[config.mk]
export PLATFORM = sky130hd
export DESIGN_NAME = wkc_wake_bank
export DESIGN_NICKNAME = d
export VERILOG_FILES = /design/src/verilog/wkc_pkg.sv /design/src/verilog/wkc_sticky_flags.sv /design/src/verilog/wkc_store_gate.sv /design/src/verilog/wkc_wake_bank.sv
export VERILOG_INCLUDE_DIRS = /design/src /design/src/verilog
export SDC_FILE = /design/constraint.sdc
export NUM_CORES = 1
export LEC_CHECK = 0
export BUFFER_PORTS_ARGS = -buffer_cell sky130_fd_sc_hd__buf_2
export CORE_AREA = 2 2 79 81
export DETAILED_ROUTE_END_ITERATION = 10
export DIE_AREA = 0 0 81 83
export HOLD_SLACK_MARGIN = 0.1
export PLACE_DENSITY = 0.82
export SYNTH_ARGS = -nofsm -noshare
export SYNTH_HDL_FRONTEND = slang
export SYNTH_SLANG_ARGS = --single-unit
[constraint.sdc]
create_clock -name clk_sys -period 2.2 [get_ports clk_sys]
set_clock_uncertainty 0.05 [all_clocks]
set_input_delay 0.44 -clock clk_sys [delete_from_list [all_inputs] [get_ports clk_sys]]
set_output_delay 0.44 -clock clk_sys [all_outputs]
set_load 0.05 [all_outputs]
[src/verilog/wkc_consts.svh]
// Offsets, field positions and reset values for the wake control bank
`ifndef WKC_CONSTS_SVH
`define WKC_CONSTS_SVH

// ----------------------------------------
// Register offsets (byte addresses)
// ----------------------------------------
`define WKC_OFF_CTRL_STAT 8'h40
`define WKC_OFF_OPTIONS 8'h44
`define WKC_OFF_IRQ_STAT 8'h48
`define WKC_OFF_IRQ_MASK 8'h4C

// ----------------------------------------
// Field positions of the wake control/status register
// ----------------------------------------
`define WKC_BIT_STORE_WAKE 8
`define WKC_BIT_ADDR_SEEN 7
`define WKC_BIT_PATTERN_SEEN 6
`define WKC_BIT_MAGIC_SEEN 5
`define WKC_BIT_BCAST_SEEN 4
`define WKC_BIT_ADDR_EN 3
`define WKC_BIT_PATTERN_EN 2
`define WKC_BIT_MAGIC_EN 1
`define WKC_BIT_BROADCAST_WAKE_ENABLE 0
`define WKC_FLAGS_LSB 4
`define WKC_ENABLES_LSB 0

// ----------------------------------------
// Options register fields
// ----------------------------------------
`define WKC_BIT_RES_CLR_FLAGS 0
`define WKC_BIT_RES_CLR_EN 1

// ----------------------------------------
// Reset values
// ----------------------------------------
`define WKC_RST_CTRL 9'h000
`define WKC_RST_OPTIONS 2'h0
`define WKC_RST_IRQ 4'h0

`endif

[src/verilog/wkc_pkg.sv]
// Types shared by the wake control bank
package wkc_pkg;

    // Receive storage state in deepest suspend
    typedef enum logic [2:0] {
        WKC_ST_PASS = 3'b001,
        WKC_ST_ARMED = 3'b010,
        WKC_ST_STORING = 3'b100
    } wkc_store_state_t;

    typedef logic [3:0] wkc_event_vec_t;

endpackage

[src/verilog/wkc_sticky_flags.sv]
// Sticky event flags with write-one-to-clear and bulk clear
`timescale 1ns/10ps

module wkc_sticky_flags #(
    parameter int WIDTH = 4
) (
    // Clock and reset
    input wire logic clk_sys,
    input wire logic reset,
    // Set and clear
    input wire logic [WIDTH-1:0] set_pulse,
    input wire logic [WIDTH-1:0] clear_mask,
    input wire logic clear_all,
    // State
    output logic [WIDTH-1:0] flags
);

    genvar i;
    generate
        for (i = 0; i < WIDTH; i = i + 1) begin : g_flag
            // Set wins over any clear in the same cycle
            always_ff @(posedge clk_sys) begin
                if (reset) begin
                    flags[i] <= 1'b0;
                end else if (set_pulse[i]) begin
                    flags[i] <= 1'b1;
                end else if (clear_mask[i] || clear_all) begin
                    flags[i] <= 1'b0;
                end
            end
        end
    endgenerate

endmodule

[src/verilog/wkc_store_gate.sv]
// Decides which received frames go to the receive FIFO after a wake
`timescale 1ns/10ps

module wkc_store_gate (
    // Clock and reset
    input wire logic clk_sys,
    input wire logic reset,
    // Mode
    input wire logic suspend_level_three,
    input wire logic store_wake,
    // Events
    input wire logic wake_by_frame,
    input wire logic wake_other,
    input wire logic resume_done,
    // Frame offered by the filters
    input wire logic frame_done,
    input wire logic frame_good,
    // Decision
    output logic frame_store
);
    import wkc_pkg::*;

    wkc_store_state_t state_reg;
    wkc_store_state_t state_next;

    // ----------------------------------------
    // Storage state
    // ----------------------------------------
    always_comb begin
        state_next = state_reg;
        case (state_reg)
            WKC_ST_PASS: begin
                if (suspend_level_three) begin
                    state_next = WKC_ST_ARMED;
                end
            end
            WKC_ST_ARMED: begin
                if (!suspend_level_three) begin
                    state_next = WKC_ST_PASS;
                end else if (wake_by_frame || wake_other) begin
                    state_next = WKC_ST_STORING;
                end
            end
            WKC_ST_STORING: begin
                if (resume_done || !suspend_level_three) begin
                    state_next = WKC_ST_PASS;
                end
            end
            default: state_next = WKC_ST_PASS;
        endcase
    end

    always_ff @(posedge clk_sys) begin
        if (reset) begin
            state_reg <= WKC_ST_PASS;
        end else begin
            state_reg <= state_next;
        end
    end

    // ----------------------------------------
    // Store decision, one cycle after the frame end
    // ----------------------------------------
    always_ff @(posedge clk_sys) begin
        if (reset) begin
            frame_store <= 1'b0;
        end else if (!frame_done) begin
            frame_store <= 1'b0;
        end else if (!suspend_level_three) begin
            // Level read directly so a stale state cannot leak past suspend exit
            frame_store <= frame_good; // [RULE4]
        end else begin
            case (state_reg)
                // In deepest suspend before the state arms, the option has no effect
                WKC_ST_PASS: frame_store <= frame_good; // [RULE4]
                // Waking frame kept only when asked for
                WKC_ST_ARMED: frame_store <= frame_good && wake_by_frame && store_wake; // [RULE1] [RULE2]
                // Every good frame after the wake is kept
                WKC_ST_STORING: frame_store <= frame_good; // [RULE1] [RULE2] [RULE3]
                default: frame_store <= 1'b0;
            endcase
        end
    end

endmodule

[src/verilog/wkc_wake_bank.sv]
// Wake control and status register bank with receive storage gating
//
// Functional notes
// RULE1: With store-wake set, the waking frame and all later good filtered frames are stored.
// RULE2: With store-wake clear, only good filtered frames after the wake are stored.
// RULE3: A wake not caused by a frame leads to storing every later good frame.
// RULE4: Store-wake matters only in suspend level three and is ignored otherwise.
// RULE5: A valid frame to the own physical address sets the address-match flag.
// RULE6: A valid frame matching a wake pattern sets the pattern flag.
// RULE7: A valid magic packet sets the magic flag.
// RULE8: A valid broadcast frame sets the broadcast flag.
// RULE9: Resume completion clears the four flags when resume-clears-flags is set.
// RULE10: Resume completion clears the four enables when resume-clears-enables is set.
// RULE11: Address-match enable lets an own-address frame wake the device.
// RULE12: Pattern enable lets a programmed wake-pattern detection wake the device.
// RULE13: Magic enable puts the device in magic wake mode.
// RULE14: Broadcast enable lets a broadcast frame wake the device.
// RULE15: Software keeps all wake enables clear in normal operation.
// RULE16: Flags stay set until software writes one to them; zero leaves them.
//
// Implementation choices: the strobed register port and the register addresses.
`timescale 1ns/10ps
`include "wkc_consts.svh"

module wkc_wake_bank #(
    parameter int ADDR_W = 8,
    parameter int DATA_W = 32,
    parameter int MAC_W = 48
) (
    // Clock and reset
    input wire logic clk_sys,
    input wire logic reset,
    // Register port
    input wire logic [ADDR_W-1:0] reg_addr,
    input wire logic [DATA_W-1:0] reg_wdata,
    input wire logic reg_write,
    input wire logic reg_read,
    output logic [DATA_W-1:0] reg_rdata,
    // Own physical address from the address registers
    input wire logic [31:0] own_address_low,
    input wire logic [15:0] own_address_high,
    // Receive frame path, one-cycle strobe at frame end
    input wire logic rx_frame_done,
    input wire logic rx_frame_ok,
    input wire logic rx_filter_pass,
    input wire logic [MAC_W-1:0] rx_dest_addr,
    input wire logic rx_pattern_hit,
    input wire logic rx_magic_hit,
    // Power state and other wake sources
    input wire logic suspend_level_three,
    input wire logic other_wake,
    input wire logic resume_done,
    // Results
    output logic rx_frame_store,
    output logic wake_request,
    output logic irq
);
    import wkc_pkg::*;

    localparam logic [MAC_W-1:0] BCAST_ADDR = {MAC_W{1'b1}};

    logic [3:0] enables_reg;
    logic store_wake_reg;
    logic res_clr_flags_reg;
    logic res_clr_en_reg;
    logic [3:0] irq_mask_reg;
    logic [3:0] irq_stat_reg;
    wkc_event_vec_t flags;
    wkc_event_vec_t hit;
    wkc_event_vec_t seen_set;
    wkc_event_vec_t wake_hit;
    logic [3:0] flag_wclr;
    logic frame_valid;
    logic frame_wake;
    logic [DATA_W-1:0] rdata_next;

    // Offset decode used by writes and reads
    function automatic logic sel(input logic [ADDR_W-1:0] a, input logic [7:0] off);
        sel = (a == ADDR_W'(off));
    endfunction

    // ----------------------------------------
    // Frame classification
    // ----------------------------------------
    assign frame_valid = rx_frame_done && rx_frame_ok;
    always_comb begin
        hit = 4'h0;
        hit[`WKC_BIT_ADDR_EN] = rx_dest_addr == {own_address_high, own_address_low}; // [RULE5]
        hit[`WKC_BIT_PATTERN_EN] = rx_pattern_hit; // [RULE6]
        hit[`WKC_BIT_MAGIC_EN] = rx_magic_hit; // [RULE7]
        hit[`WKC_BIT_BROADCAST_WAKE_ENABLE] = rx_dest_addr == BCAST_ADDR; // [RULE8]
    end
    assign seen_set = frame_valid ? hit : 4'h0;
    // Wake only on an enabled match; enables are expected clear in normal use [RULE15]
    assign wake_hit = seen_set & enables_reg; // [RULE11] [RULE12] [RULE13] [RULE14]
    assign frame_wake = |wake_hit;

    // ----------------------------------------
    // Received-event flags
    // ----------------------------------------
    always_comb begin
        flag_wclr = 4'h0;
        if (reg_write && sel(reg_addr, `WKC_OFF_CTRL_STAT)) begin
            flag_wclr = reg_wdata[`WKC_FLAGS_LSB +: 4]; // [RULE16]
        end
    end

    wkc_sticky_flags #(
        .WIDTH(4)
    ) u_flags (
        .clk_sys(clk_sys),
        .reset(reset),
        .set_pulse(seen_set), // [RULE5] [RULE6] [RULE7] [RULE8]
        .clear_mask(flag_wclr), // [RULE16]
        .clear_all(resume_done && res_clr_flags_reg), // [RULE9]
        .flags(flags)
    );

    // ----------------------------------------
    // Wake enables and store option
    // ----------------------------------------
    always_ff @(posedge clk_sys) begin
        if (reset) begin
            enables_reg <= 4'(`WKC_RST_CTRL);
        end else if (resume_done && res_clr_en_reg) begin
            // Resume clearing beats a write in the same cycle
            enables_reg <= 4'h0; // [RULE10]
        end else if (reg_write && sel(reg_addr, `WKC_OFF_CTRL_STAT)) begin
            enables_reg <= reg_wdata[`WKC_ENABLES_LSB +: 4];
        end
    end

    always_ff @(posedge clk_sys) begin
        if (reset) begin
            store_wake_reg <= 1'b0;
        end else if (reg_write && sel(reg_addr, `WKC_OFF_CTRL_STAT)) begin
            store_wake_reg <= reg_wdata[`WKC_BIT_STORE_WAKE];
        end
    end

    always_ff @(posedge clk_sys) begin
        if (reset) begin
            res_clr_flags_reg <= 1'b0;
            res_clr_en_reg <= 1'b0;
        end else if (reg_write && sel(reg_addr, `WKC_OFF_OPTIONS)) begin
            res_clr_flags_reg <= reg_wdata[`WKC_BIT_RES_CLR_FLAGS];
            res_clr_en_reg <= reg_wdata[`WKC_BIT_RES_CLR_EN];
        end
    end

    // ----------------------------------------
    // Receive storage decision
    // ----------------------------------------
    wkc_store_gate u_store (
        .clk_sys(clk_sys),
        .reset(reset),
        .suspend_level_three(suspend_level_three),
        .store_wake(store_wake_reg),
        .wake_by_frame(frame_wake),
        .wake_other(other_wake), // [RULE3]
        .resume_done(resume_done),
        .frame_done(rx_frame_done),
        .frame_good(rx_frame_ok && rx_filter_pass),
        .frame_store(rx_frame_store)
    );

    // ----------------------------------------
    // Wake request
    // ----------------------------------------
    always_ff @(posedge clk_sys) begin
        if (reset) begin
            wake_request <= 1'b0;
        end else begin
            wake_request <= frame_wake; // [RULE11] [RULE12] [RULE13] [RULE14]
        end
    end

    // ----------------------------------------
    // Interrupt status, mask and output
    // ----------------------------------------
    always_ff @(posedge clk_sys) begin
        if (reset) begin
            irq_stat_reg <= `WKC_RST_IRQ;
        end else if (reg_read && sel(reg_addr, `WKC_OFF_IRQ_STAT)) begin
            // New events in the read cycle survive the clear
            irq_stat_reg <= seen_set;
        end else begin
            irq_stat_reg <= irq_stat_reg | seen_set;
        end
    end

    always_ff @(posedge clk_sys) begin
        if (reset) begin
            irq_mask_reg <= `WKC_RST_IRQ;
        end else if (reg_write && sel(reg_addr, `WKC_OFF_IRQ_MASK)) begin
            irq_mask_reg <= reg_wdata[3:0];
        end
    end

    // Lags status by one cycle so the output stays a flop
    always_ff @(posedge clk_sys) begin
        if (reset) begin
            irq <= 1'b0;
        end else begin
            irq <= |(irq_stat_reg & irq_mask_reg);
        end
    end

    // ----------------------------------------
    // Read data
    // ----------------------------------------
    always_comb begin
        rdata_next = '0;
        if (sel(reg_addr, `WKC_OFF_CTRL_STAT)) begin
            rdata_next[`WKC_BIT_STORE_WAKE] = store_wake_reg;
            rdata_next[`WKC_FLAGS_LSB +: 4] = flags;
            rdata_next[`WKC_ENABLES_LSB +: 4] = enables_reg;
        end else if (sel(reg_addr, `WKC_OFF_OPTIONS)) begin
            rdata_next[`WKC_BIT_RES_CLR_FLAGS] = res_clr_flags_reg;
            rdata_next[`WKC_BIT_RES_CLR_EN] = res_clr_en_reg;
        end else if (sel(reg_addr, `WKC_OFF_IRQ_STAT)) begin
            rdata_next[3:0] = irq_stat_reg;
        end else if (sel(reg_addr, `WKC_OFF_IRQ_MASK)) begin
            rdata_next[3:0] = irq_mask_reg;
        end
    end

    // Unmapped offsets and idle cycles read as zero
    always_ff @(posedge clk_sys) begin
        if (reset) begin
            reg_rdata <= '0;
        end else if (reg_read) begin
            reg_rdata <= rdata_next;
        end else begin
            reg_rdata <= '0;
        end
    end

endmodule

==> results of run 1 <==
metal layers:
metal  global-route usage, %  part of all wire [%]  up-vias
met5                       0                     0        -
met4                    10.0                   3.1        0
met3                    4.67                   7.0       18
met2                    38.2                    53      134
met1                    21.8                    37     1111
li1                        -                     -     1187
logic make-up (layout without fill, tap and decap cells):
family	after synthesis	after routing	synth area share [%]
buf+inv	40	159	10.8
compound gates	39	39	10.8
xor+xnor	38	38	15.0
mux	10	10	5.62
flops	34	34	30.6
simple gates	106	106	27.1
other cells	1	23	0.169
how the worst min path moves through the flow:
stage	slack [ns]	from	end	cells past startpoint
finish	0.35	reg_wdata[8]	store_wake_reg$_SDFFE_PP0P_	3
CTS	0.35	reg_wdata[8]	store_wake_reg$_SDFFE_PP0P_	3
detailed placement	0.40	u_flags.flags[2]$_SDFFE_PP0P_	reg_rdata[6]$_SDFF_PP0_	1
floorplan	0.38	u_flags.flags[0]$_SDFFE_PP0P_	reg_rdata[4]$_SDFF_PP0_	1
global route	0.36	reg_wdata[3]	enables_reg[3]$_SDFFE_PP0P_	3
global placement	0.38	u_flags.flags[1]$_SDFFE_PP0P_	reg_rdata[5]$_SDFF_PP0_	1
worst max-delay path: stages:
cell	delay (ns)
buf_2	0.11
xor2_1	0.16
nor4_1	0.34
nand4_1	0.15
nor4_1	0.32
buf_4	0.17
nand4_1	0.17
o2bb2ai_1	0.18
area by class of cell:
class | instances | area [µm²] | area share (%)
Clock buffer | 5 | 68.8 | 2.30
Clock inverter | 2 | 10.0 | 0.335
Tap cell | 75 | 93.8 | 3.14
Timing Repair Buffer | 139 | 703 | 23.5
Sequential cell | 34 | 681 | 22.8
Inverter | 13 | 48.8 | 1.63
Multi-Input combinational cell | 216 | 1390 | 46.3
where the power goes:
group	leakage [µW]	switching [µW]	internal, µW
sequential	0.000275	7.19	623
clock	0.0000438	207	212
combinational	0.00110	226	153
stage by stage:
stage | std cells | util, % | hold WS, ns
floorplan | 290 | - | 0.379
global placement | 477 | 50.1 | 0.383
detailed placement | 477 | 50.1 | 0.399
CTS | 484 | 51.4 | 0.348
global route | 484 | 51.4 | 0.363
finish | 484 | 51.4 | 0.347
cell usage after synthesis (all sizes together), types with 2 or more instances:
| master | number | area [µm²] |
|---|---|---|
| a21oi | 18 | 90.1 |
| mux2i | 8 | 80.1 |
| or4b | 2 | 23.8 |
| nand3 | 8 | 40.0 |
| dfxtp | 34 | 681 |
| a22oi | 3 | 22.5 |
| mux4 | 2 | 45.0 |
| inv | 13 | 48.8 |
| nor2 | 10 | 37.5 |
| and2 | 6 | 38.8 |
| xor2 | 16 | 140 |
| and3 | 4 | 25.0 |
| o22ai | 6 | 37.5 |
| nor4 | 9 | 62.6 |
| clkbuf | 2 | 7.51 |
| nor2b | 7 | 43.8 |
| nand2 | 29 | 109 |
| buf | 25 | 184 |
| xnor2 | 22 | 193 |
| nor3 | 3 | 26.3 |
| nand4b | 3 | 26.3 |
| o21ai | 5 | 25.0 |
| nand4 | 21 | 138 |
==> out/results.ini, run 1 <==
[run_status]
outcome = finished clean

[synthesis]
synth_seq_area_share_pct = 30.6
yosys.cell_types.count = 41
synth_edf_count = 0
synth_area_um2 = 2220
ys.warnings.count = 0
synthFlopType = dfxtp_1
ys_ff_latch = 34
synth_cells = 268
synthArstFlopShare_pct = 0
syn_area_per_cell_um2 = 8.30

[clock_tree]
hold_buffers = 0
clk_latency_ns = 0.28
cts_resized = 0
tritoncts = yes
numCtsBuffers = 5
cts.clk_slew.worst_paths_ns = 0.06
cts_buffer_depth = 2
h-tree-depth = 2
post_cts_buffers = 0
cts.sinks = 34
cts-root-buf = clkbuf_8

[floorplanning]
placementRows = 28
num_io_pins = 183
core-area_um2 = 5820
die_w_um = 81
fp.dieH_um = 83
die-area_um2 = 6720
initial_core_util_pct = 38.3

[layout]
largest_reg_flops = 9
nNetsFinal = 557
final_cell_mix = 136 x buf_2, 34 x dfxtp_1, 29 x nand2_1
largest-register = reg_rdata
fill_cells = 577
syn2layout_area_growth_pct = 34.5
final_area_um2 = 2990
layout-drive-gt1-share_pct = 37.9
antenna_cells = 0
final_common_cell = buf_2

[timing]
slew_viol_final = 0
hold_viol_final = 0
layout_setup_ws_ns = 0.281
setup_viol = 0
rsz0062_at_grt = false
fin_crit_ns = 1.92
post-route-period-util_pct = 87.2
setup-tns-final_ns = 0
timing.fmax_ghz = 0.521

[route]
ant_nets = 0
wl_per_cell_um = 14.4
wirelength_um = 6980
drc = 0
num_vias = 2450
viasPerCell = 5.06
dr.pass1.iters = 4
drtIter0Drc = 112

[grt]
grt_usage_pct = 20.9
grt_pass1_vias = 2470
antenna_found_initial = 0
grt_first_pass_wirelength_um = 11000
grt_max_degree = 23
gr-total-overflow = 0

[placement]
post-place-ws_ns = -0.00656
place_hpwl_um = 6110
placed_area_um2 = 2910
gp_congestion = 0.892
io_buffers = 136

[power_and_ir_drop]
leakagePower_uw = 0.00141
ir_drop_uv = 305
powerDensity_nw_per_um2 = 477
power_uw = 1430

[setup_path]
r2r_cells = 4
arrival_ns = 2.04
crit_path_start = rx_dest_addr[5]
regToRegSetupSlack_ns = 0.58
endpoint = u_store.state_reg[1]$_SDFFE_PP0P_
crit_type = in -> reg
endpoint_kind = flip-flop
worstSetupStartpointType = input pin
crit_fanout = 4
reg2reg_to = u_store.state_reg[1]$_SDFFE_PP0P_
required_ns = 2.32
regToRegStartpoint = u_store.state_reg[1]$_SDFFE_PP0P_

[min_path]
hold_class = in -> reg

[flow_run]
drv_cap = 0

No activity file was read; power rests on OpenSTA's default activity.
==> run 2, diff against run 1 <==
Clock period 2.2 ns to 1.9 ns, I/O delays scaled along.
==> out/results.ini, run 2 (synthesis results as in run 1) <==
[layout]
final_common_cell = buf_2
largest-register = reg_rdata
syn2layout_area_growth_pct = 47.0
fill_cells = 537
largest_reg_flops = 9
layout-drive-gt1-share_pct = 43.1
nNetsFinal = 581
antenna_cells = 0
final_cell_mix = 132 x buf_2, 34 x dfxtp_1, 29 x nand2_1

[timing]
rsz0062_at_grt = true
post-route-period-util_pct = 95.6
setup_viol = 0
fin_hold_ws_ns = 0.275
timing.fmax_ghz = 0.550
slew_viol_final = 0
fin_crit_ns = 1.82
hold_viol_final = 0
layout_setup_ws_ns = 0.0828

[floorplanning]
num_io_pins = 183
core-area_um2 = 5820
fp.dieH_um = 83
die-area_um2 = 6720
die_w_um = 81
placementRows = 28
initial_core_util_pct = 38.3

[setup_path]
crit_path_start = rx_dest_addr[27]
crit_path_top_delay_cell = nor4_1
required_ns = 2.03
crit_chain = buf_2 > xor2_1 > nor4_1 > nand4_1 > nor4_2 > buf_4 > nand4_1 > o2bb2ai_2
crit_type = in -> reg
endpoint_kind = flip-flop
arrival_ns = 1.95
crit_fanout = 4
worstSetupStartpointType = input pin
regToRegStartpoint = u_store.state_reg[1]$_SDFFE_PP0P_
cpPeakStageDelay_ns = 0.30
cp_common_cell = nand4_1

[route]
ant_nets = 0
num_vias = 2516
viasPerCell = 4.94
dr.pass1.iters = 4
wl_per_cell_um = 14.9
drtIter0Drc = 120
drc = 0
wirelength_um = 7590

[power_and_ir_drop]
power_uw = 1770
ir_drop_uv = 387
powerDensity_nw_per_um2 = 542
leakagePower_uw = 0.00156

[min_path]
hold_class = in -> reg
hold_start = reg_wdata[8]

[grt]
gr-total-overflow = 0
grt_pass1_vias = 2560
antenna_found_initial = 0
grt_first_pass_wirelength_um = 11600
grt_max_degree = 22
grt_usage_pct = 22.3

[clock_tree]
clk_latency_ns = 0.29
numCtsBuffers = 5
cts.sinks = 34
tritoncts = yes
h-tree-depth = 2
post_cts_buffers = 0
cts-root-buf = clkbuf_8
cts_buffer_depth = 2
cts.clk_slew.worst_paths_ns = 0.07
hold_buffers = 0

[placement]
gp_congestion = 0.882
io_buffers = 136
post-place-ws_ns = -0.277
place_hpwl_um = 6430

[flow_run]
drv_cap = 0

[run_status]
outcome = finished clean

==> run 2: cell count changes in the layout (fill, tap and decap cells not counted), moves of 2 or more <==
cell,change
buf_4,+25
xor2_2,+2
nor4_2,+3
buf_2,-4
xor2_1,-2
buf_6,+3
nor4_1,-3
==> run 2: area by class of cell <==
class                           instances  area [µm²]  area share (%)
Timing Repair Buffer                  163         905            27.7
Inverter                               13        48.8            1.49
Tap cell                               75        93.8            2.87
Clock buffer                            7        86.3            2.64
Multi-Input combinational cell        216        1450            44.4
Sequential cell                        34         681            20.8
Clock inverter                          1        5.00           0.153
==> run 2: worst paths after layout <==
path	to	slack [ns]	cells past startpoint
max	u_store.state_reg[1]$_SDFFE_PP0P_	0.08	8
min	store_wake_reg$_SDFFE_PP0P_	0.27	3
max reg2reg	u_store.state_reg[1]$_SDFFE_PP0P_	0.19	4
min reg2reg	reg_rdata[4]$_SDFF_PP0_	0.42	1
==> run 2: report_power, final <==
group          total (µW)  switching, µW  internal, µW
Combinational         496            281           214
Sequential            730           8.39           721
Clock                 547            255           292
Total                1770            545          1230
==> run 2: per-layer routing <==
layer | share of wire, % | GRT usage [%]
met5 | 0 | 0
met4 | 3.6 | 10.2
met3 | 5.9 | 4.35
met2 | 55 | 41.0
met1 | 36 | 23.7
==> run 2: critical path, delay by kind of cell <==
| kind | cells | cell delay, ns |
|---|---|---|
| AO/OA/AOI/OAI | 1 | 0.19 |
| XOR/XNOR | 1 | 0.15 |
| buffers and inverters | 2 | 0.26 |
| AND/OR/NAND/NOR | 4 | 0.97 |
==> run 2: repair_timing <==
| action | CTS | global route |
|---|---|---|
| hold endpoints to repair | 0 | 0 |
| endpoints found under the setup margin | 0 | 4 |
| resized for setup | 0 | 17 |
==> run 2: stage by stage <==
| step | utilization [%] | TNS [ns] | instance area [µm²] | instances |
|---|---|---|---|---|
| floorplan | - | 0 | 2310 | 290 |
| global placement | 53.2 | -0.924 | 3090 | 501 |
| detailed placement | 53.2 | -1.87 | 3090 | 501 |
| CTS | 54.8 | 0 | 3180 | 509 |
| global route | 56.2 | -0.0479 | 3270 | 509 |
| finish | 56.2 | 0 | 3270 | 509 |
==> run 3, diff against run 2 <==
Settings changed: ABC_AREA set to 1, CORE_AREA 2 2 79 81 to 2 2 86 88, DIE_AREA 0 0 81 83 to 0 0 88 90, PLACE_DENSITY 0.82 to 0.83, SYNTH_HIERARCHICAL set to 1.
==> out/results.ini, run 3 <==
[run_status]
outcome = finished clean

[route]
wl_per_cell_um = 11.2
dr.pass1.iters = 5
highest_layer = met4
wl_met1_um = 3780
drc = 0
met3_length_um = 611
wirelength_um = 9020
viasPerCell = 4.67
drtIter0Drc = 290
ant_nets = 0
num_vias = 3780
dr_wl_met2_um = 4380

[clock_tree]
post_cts_buffers = 0
cts_resized = 0
cts_buffer_depth = 2
cts.clk_slew.worst_paths_ns = 0.07
numCtsBuffers = 5
tritoncts = yes
cts-root-buf = clkbuf_8
clk_latency_ns = 0.29
hold_buffers = 0
h-tree-depth = 2
cts.sinks = 34

[layout]
fin_cells = 809
largest_reg_flops = 9
largest-register = reg_rdata
final_cell_mix = 166 x nand2_1, 136 x buf_2, 111 x inv_1
multiInputGateArea_um2 = 1800
final_common_cell = nand2_1
syn2layout_area_growth_pct = 30.9
fill_cells = 693
regArea_um2 = 681
layout-drive-gt1-share_pct = 25.5
antenna_cells = 0
final_util_pct = 56.5
nNetsFinal = 857

[synthesis]
synth.most_common_cell = nand2_1
synth_cells = 551
synthArstFlopShare_pct = 0
yosysTopAreaCellShare_pct = 22.5
syn_area_per_cell_um2 = 5.50
synth_edf_count = 0
synthFlopType = dfxtp_1
synth_area_um2 = 3030
yosys.cell_types.count = 36
ys.warnings.count = 6
synthTopCellsByArea = dfxtp_1 22%, nand2_1 21%, inv_1 14%
synth_seq_area_share_pct = 22.5
synth_common_cells = 166 x nand2_1, 111 x inv_1, 81 x nor2_1
synth_top_cell_by_area = dfxtp_1
ys_ff_latch = 34

[floorplanning]
die_w_um = 88
die-area_um2 = 7920
core-area_um2 = 7020
placementRows = 31
initial_core_util_pct = 43.1
num_io_pins = 183
fp.dieH_um = 90

[grt]
grt_pass1_vias = 3425
gr-total-overflow = 0
antenna_found_initial = 0
grt_first_pass_wirelength_um = 14600
grt_usage_pct = 22.9
grt_max_degree = 15

[timing]
setup_viol = 0
layout_setup_ws_ns = 0.236
slew_viol_final = 0
timing.fmax_ghz = 0.601
rsz0062_at_grt = false
hold_viol_final = 0
fin_hold_ws_ns = 0.302
post-route-period-util_pct = 87.6
fin_crit_ns = 1.66

[power_and_ir_drop]
powerDensity_nw_per_um2 = 478
ir_drop_uv = 290
leakagePower_uw = 0.00226

[setup_path]
worstSetupStartpointType = input pin
required_ns = 2.08
arrival_ns = 1.84
crit_type = in -> reg
crit_fanout = 4
endpoint_kind = flip-flop

[placement]
io_buffers = 136
place_inst = 801
gp_congestion = 0.965
post-place-ws_ns = -0.0473
place_hpwl_um = 7870

[flow_run]
drv_cap = 0

[min_path]
hold_class = in -> reg

-- run 3: cell count changes in the layout (fill, tap and decap cells not counted), moves of 10 or more --
cell / before / now
xor2_1: 14 / 2
xnor2_1: 22 / 9
nand3_1: 8 / 23
buf_4: 28 / 18
nand2_1: 29 / 166
inv_1: 13 / 111
nor2_1: 10 / 81
-- run 3: final cells by class --
type	count	share of cell area (%)
tap	99	3.12
clock inverter	2	0.315
inverter	119	11.3
timing repair buffer	154	20.6
multi-input combinational	395	45.5
sequential	34	17.2
clock buffer	6	2.08
-- run 3: per-layer routing --
| metal | track usage [%] | vias to the layer above |
|---|---|---|
| li1 | - | 1954 |
| met3 | 2.57 | 26 |
| met1 | 28.8 | 1635 |
| met4 | 8.33 | 0 |
| met2 | 39.5 | 165 |
| met5 | 0 | - |
-- run 3: final timing paths --
kind	startpoint	end	slack, ns	cells after the start
worst max-delay path	rx_frame_done	u_store/state_reg[1]$_SDFFE_PP0P_	0.24	15
worst min-delay path	rx_frame_done	u_store/frame_store$_SDFF_PP0_	0.30	3
worst max register to register	enables_reg[1]$_SDFFE_PP0P_	u_store/state_reg[1]$_SDFFE_PP0P_	0.58	9
worst min register to register	u_flags/flags[1]$_SDFFE_PP0P_	reg_rdata[5]$_SDFF_PP0_	0.38	2
-- run 3: stage by stage --
stage,instance area [µm²],total power [µW],setup TNS (ns)
after floorplan,3110,1120,0
after global placement,3860,1330,-0.0338
after detailed placement,3860,1350,-0.0706
after CTS,3960,1900,0
after global routing,3970,2000,0
final,3970,1900,0
-- run 3: cells by family (layout without fill, tap and decap cells) --
group                  count (synthesis)  in the layout  synth area share [%]
AO/OA/AOI/OAI                         51             51                  9.38
XOR/XNOR                              12             12                  3.47
buffers and inverters                144            281                  21.0
flip-flops                            34             34                  22.5
other                                  1             23                 0.124
AND/OR/NAND/NOR                      309            309                  43.6
-- run 3: report_power, final --
| part | switching (µW) | internal [µW] |
|---|---|---|
| Sequential | 6.73 | 722 |
| Clock | 267 | 291 |
| Combinational | 383 | 227 |
-- run 3: critical path: stages --
cell and delay (ns):
buf_2 0.11, nand2_1 0.19, buf_4 0.15, inv_1 0.04, nand2_1 0.08, inv_1 0.06
nand2_1 0.05, o21ai_0 0.07, a21oi_1 0.17, nand2_1 0.11, nor2_1 0.10, nand2_1 0.05
nor2_1 0.15, a31oi_1 0.07, nor2_1 0.09
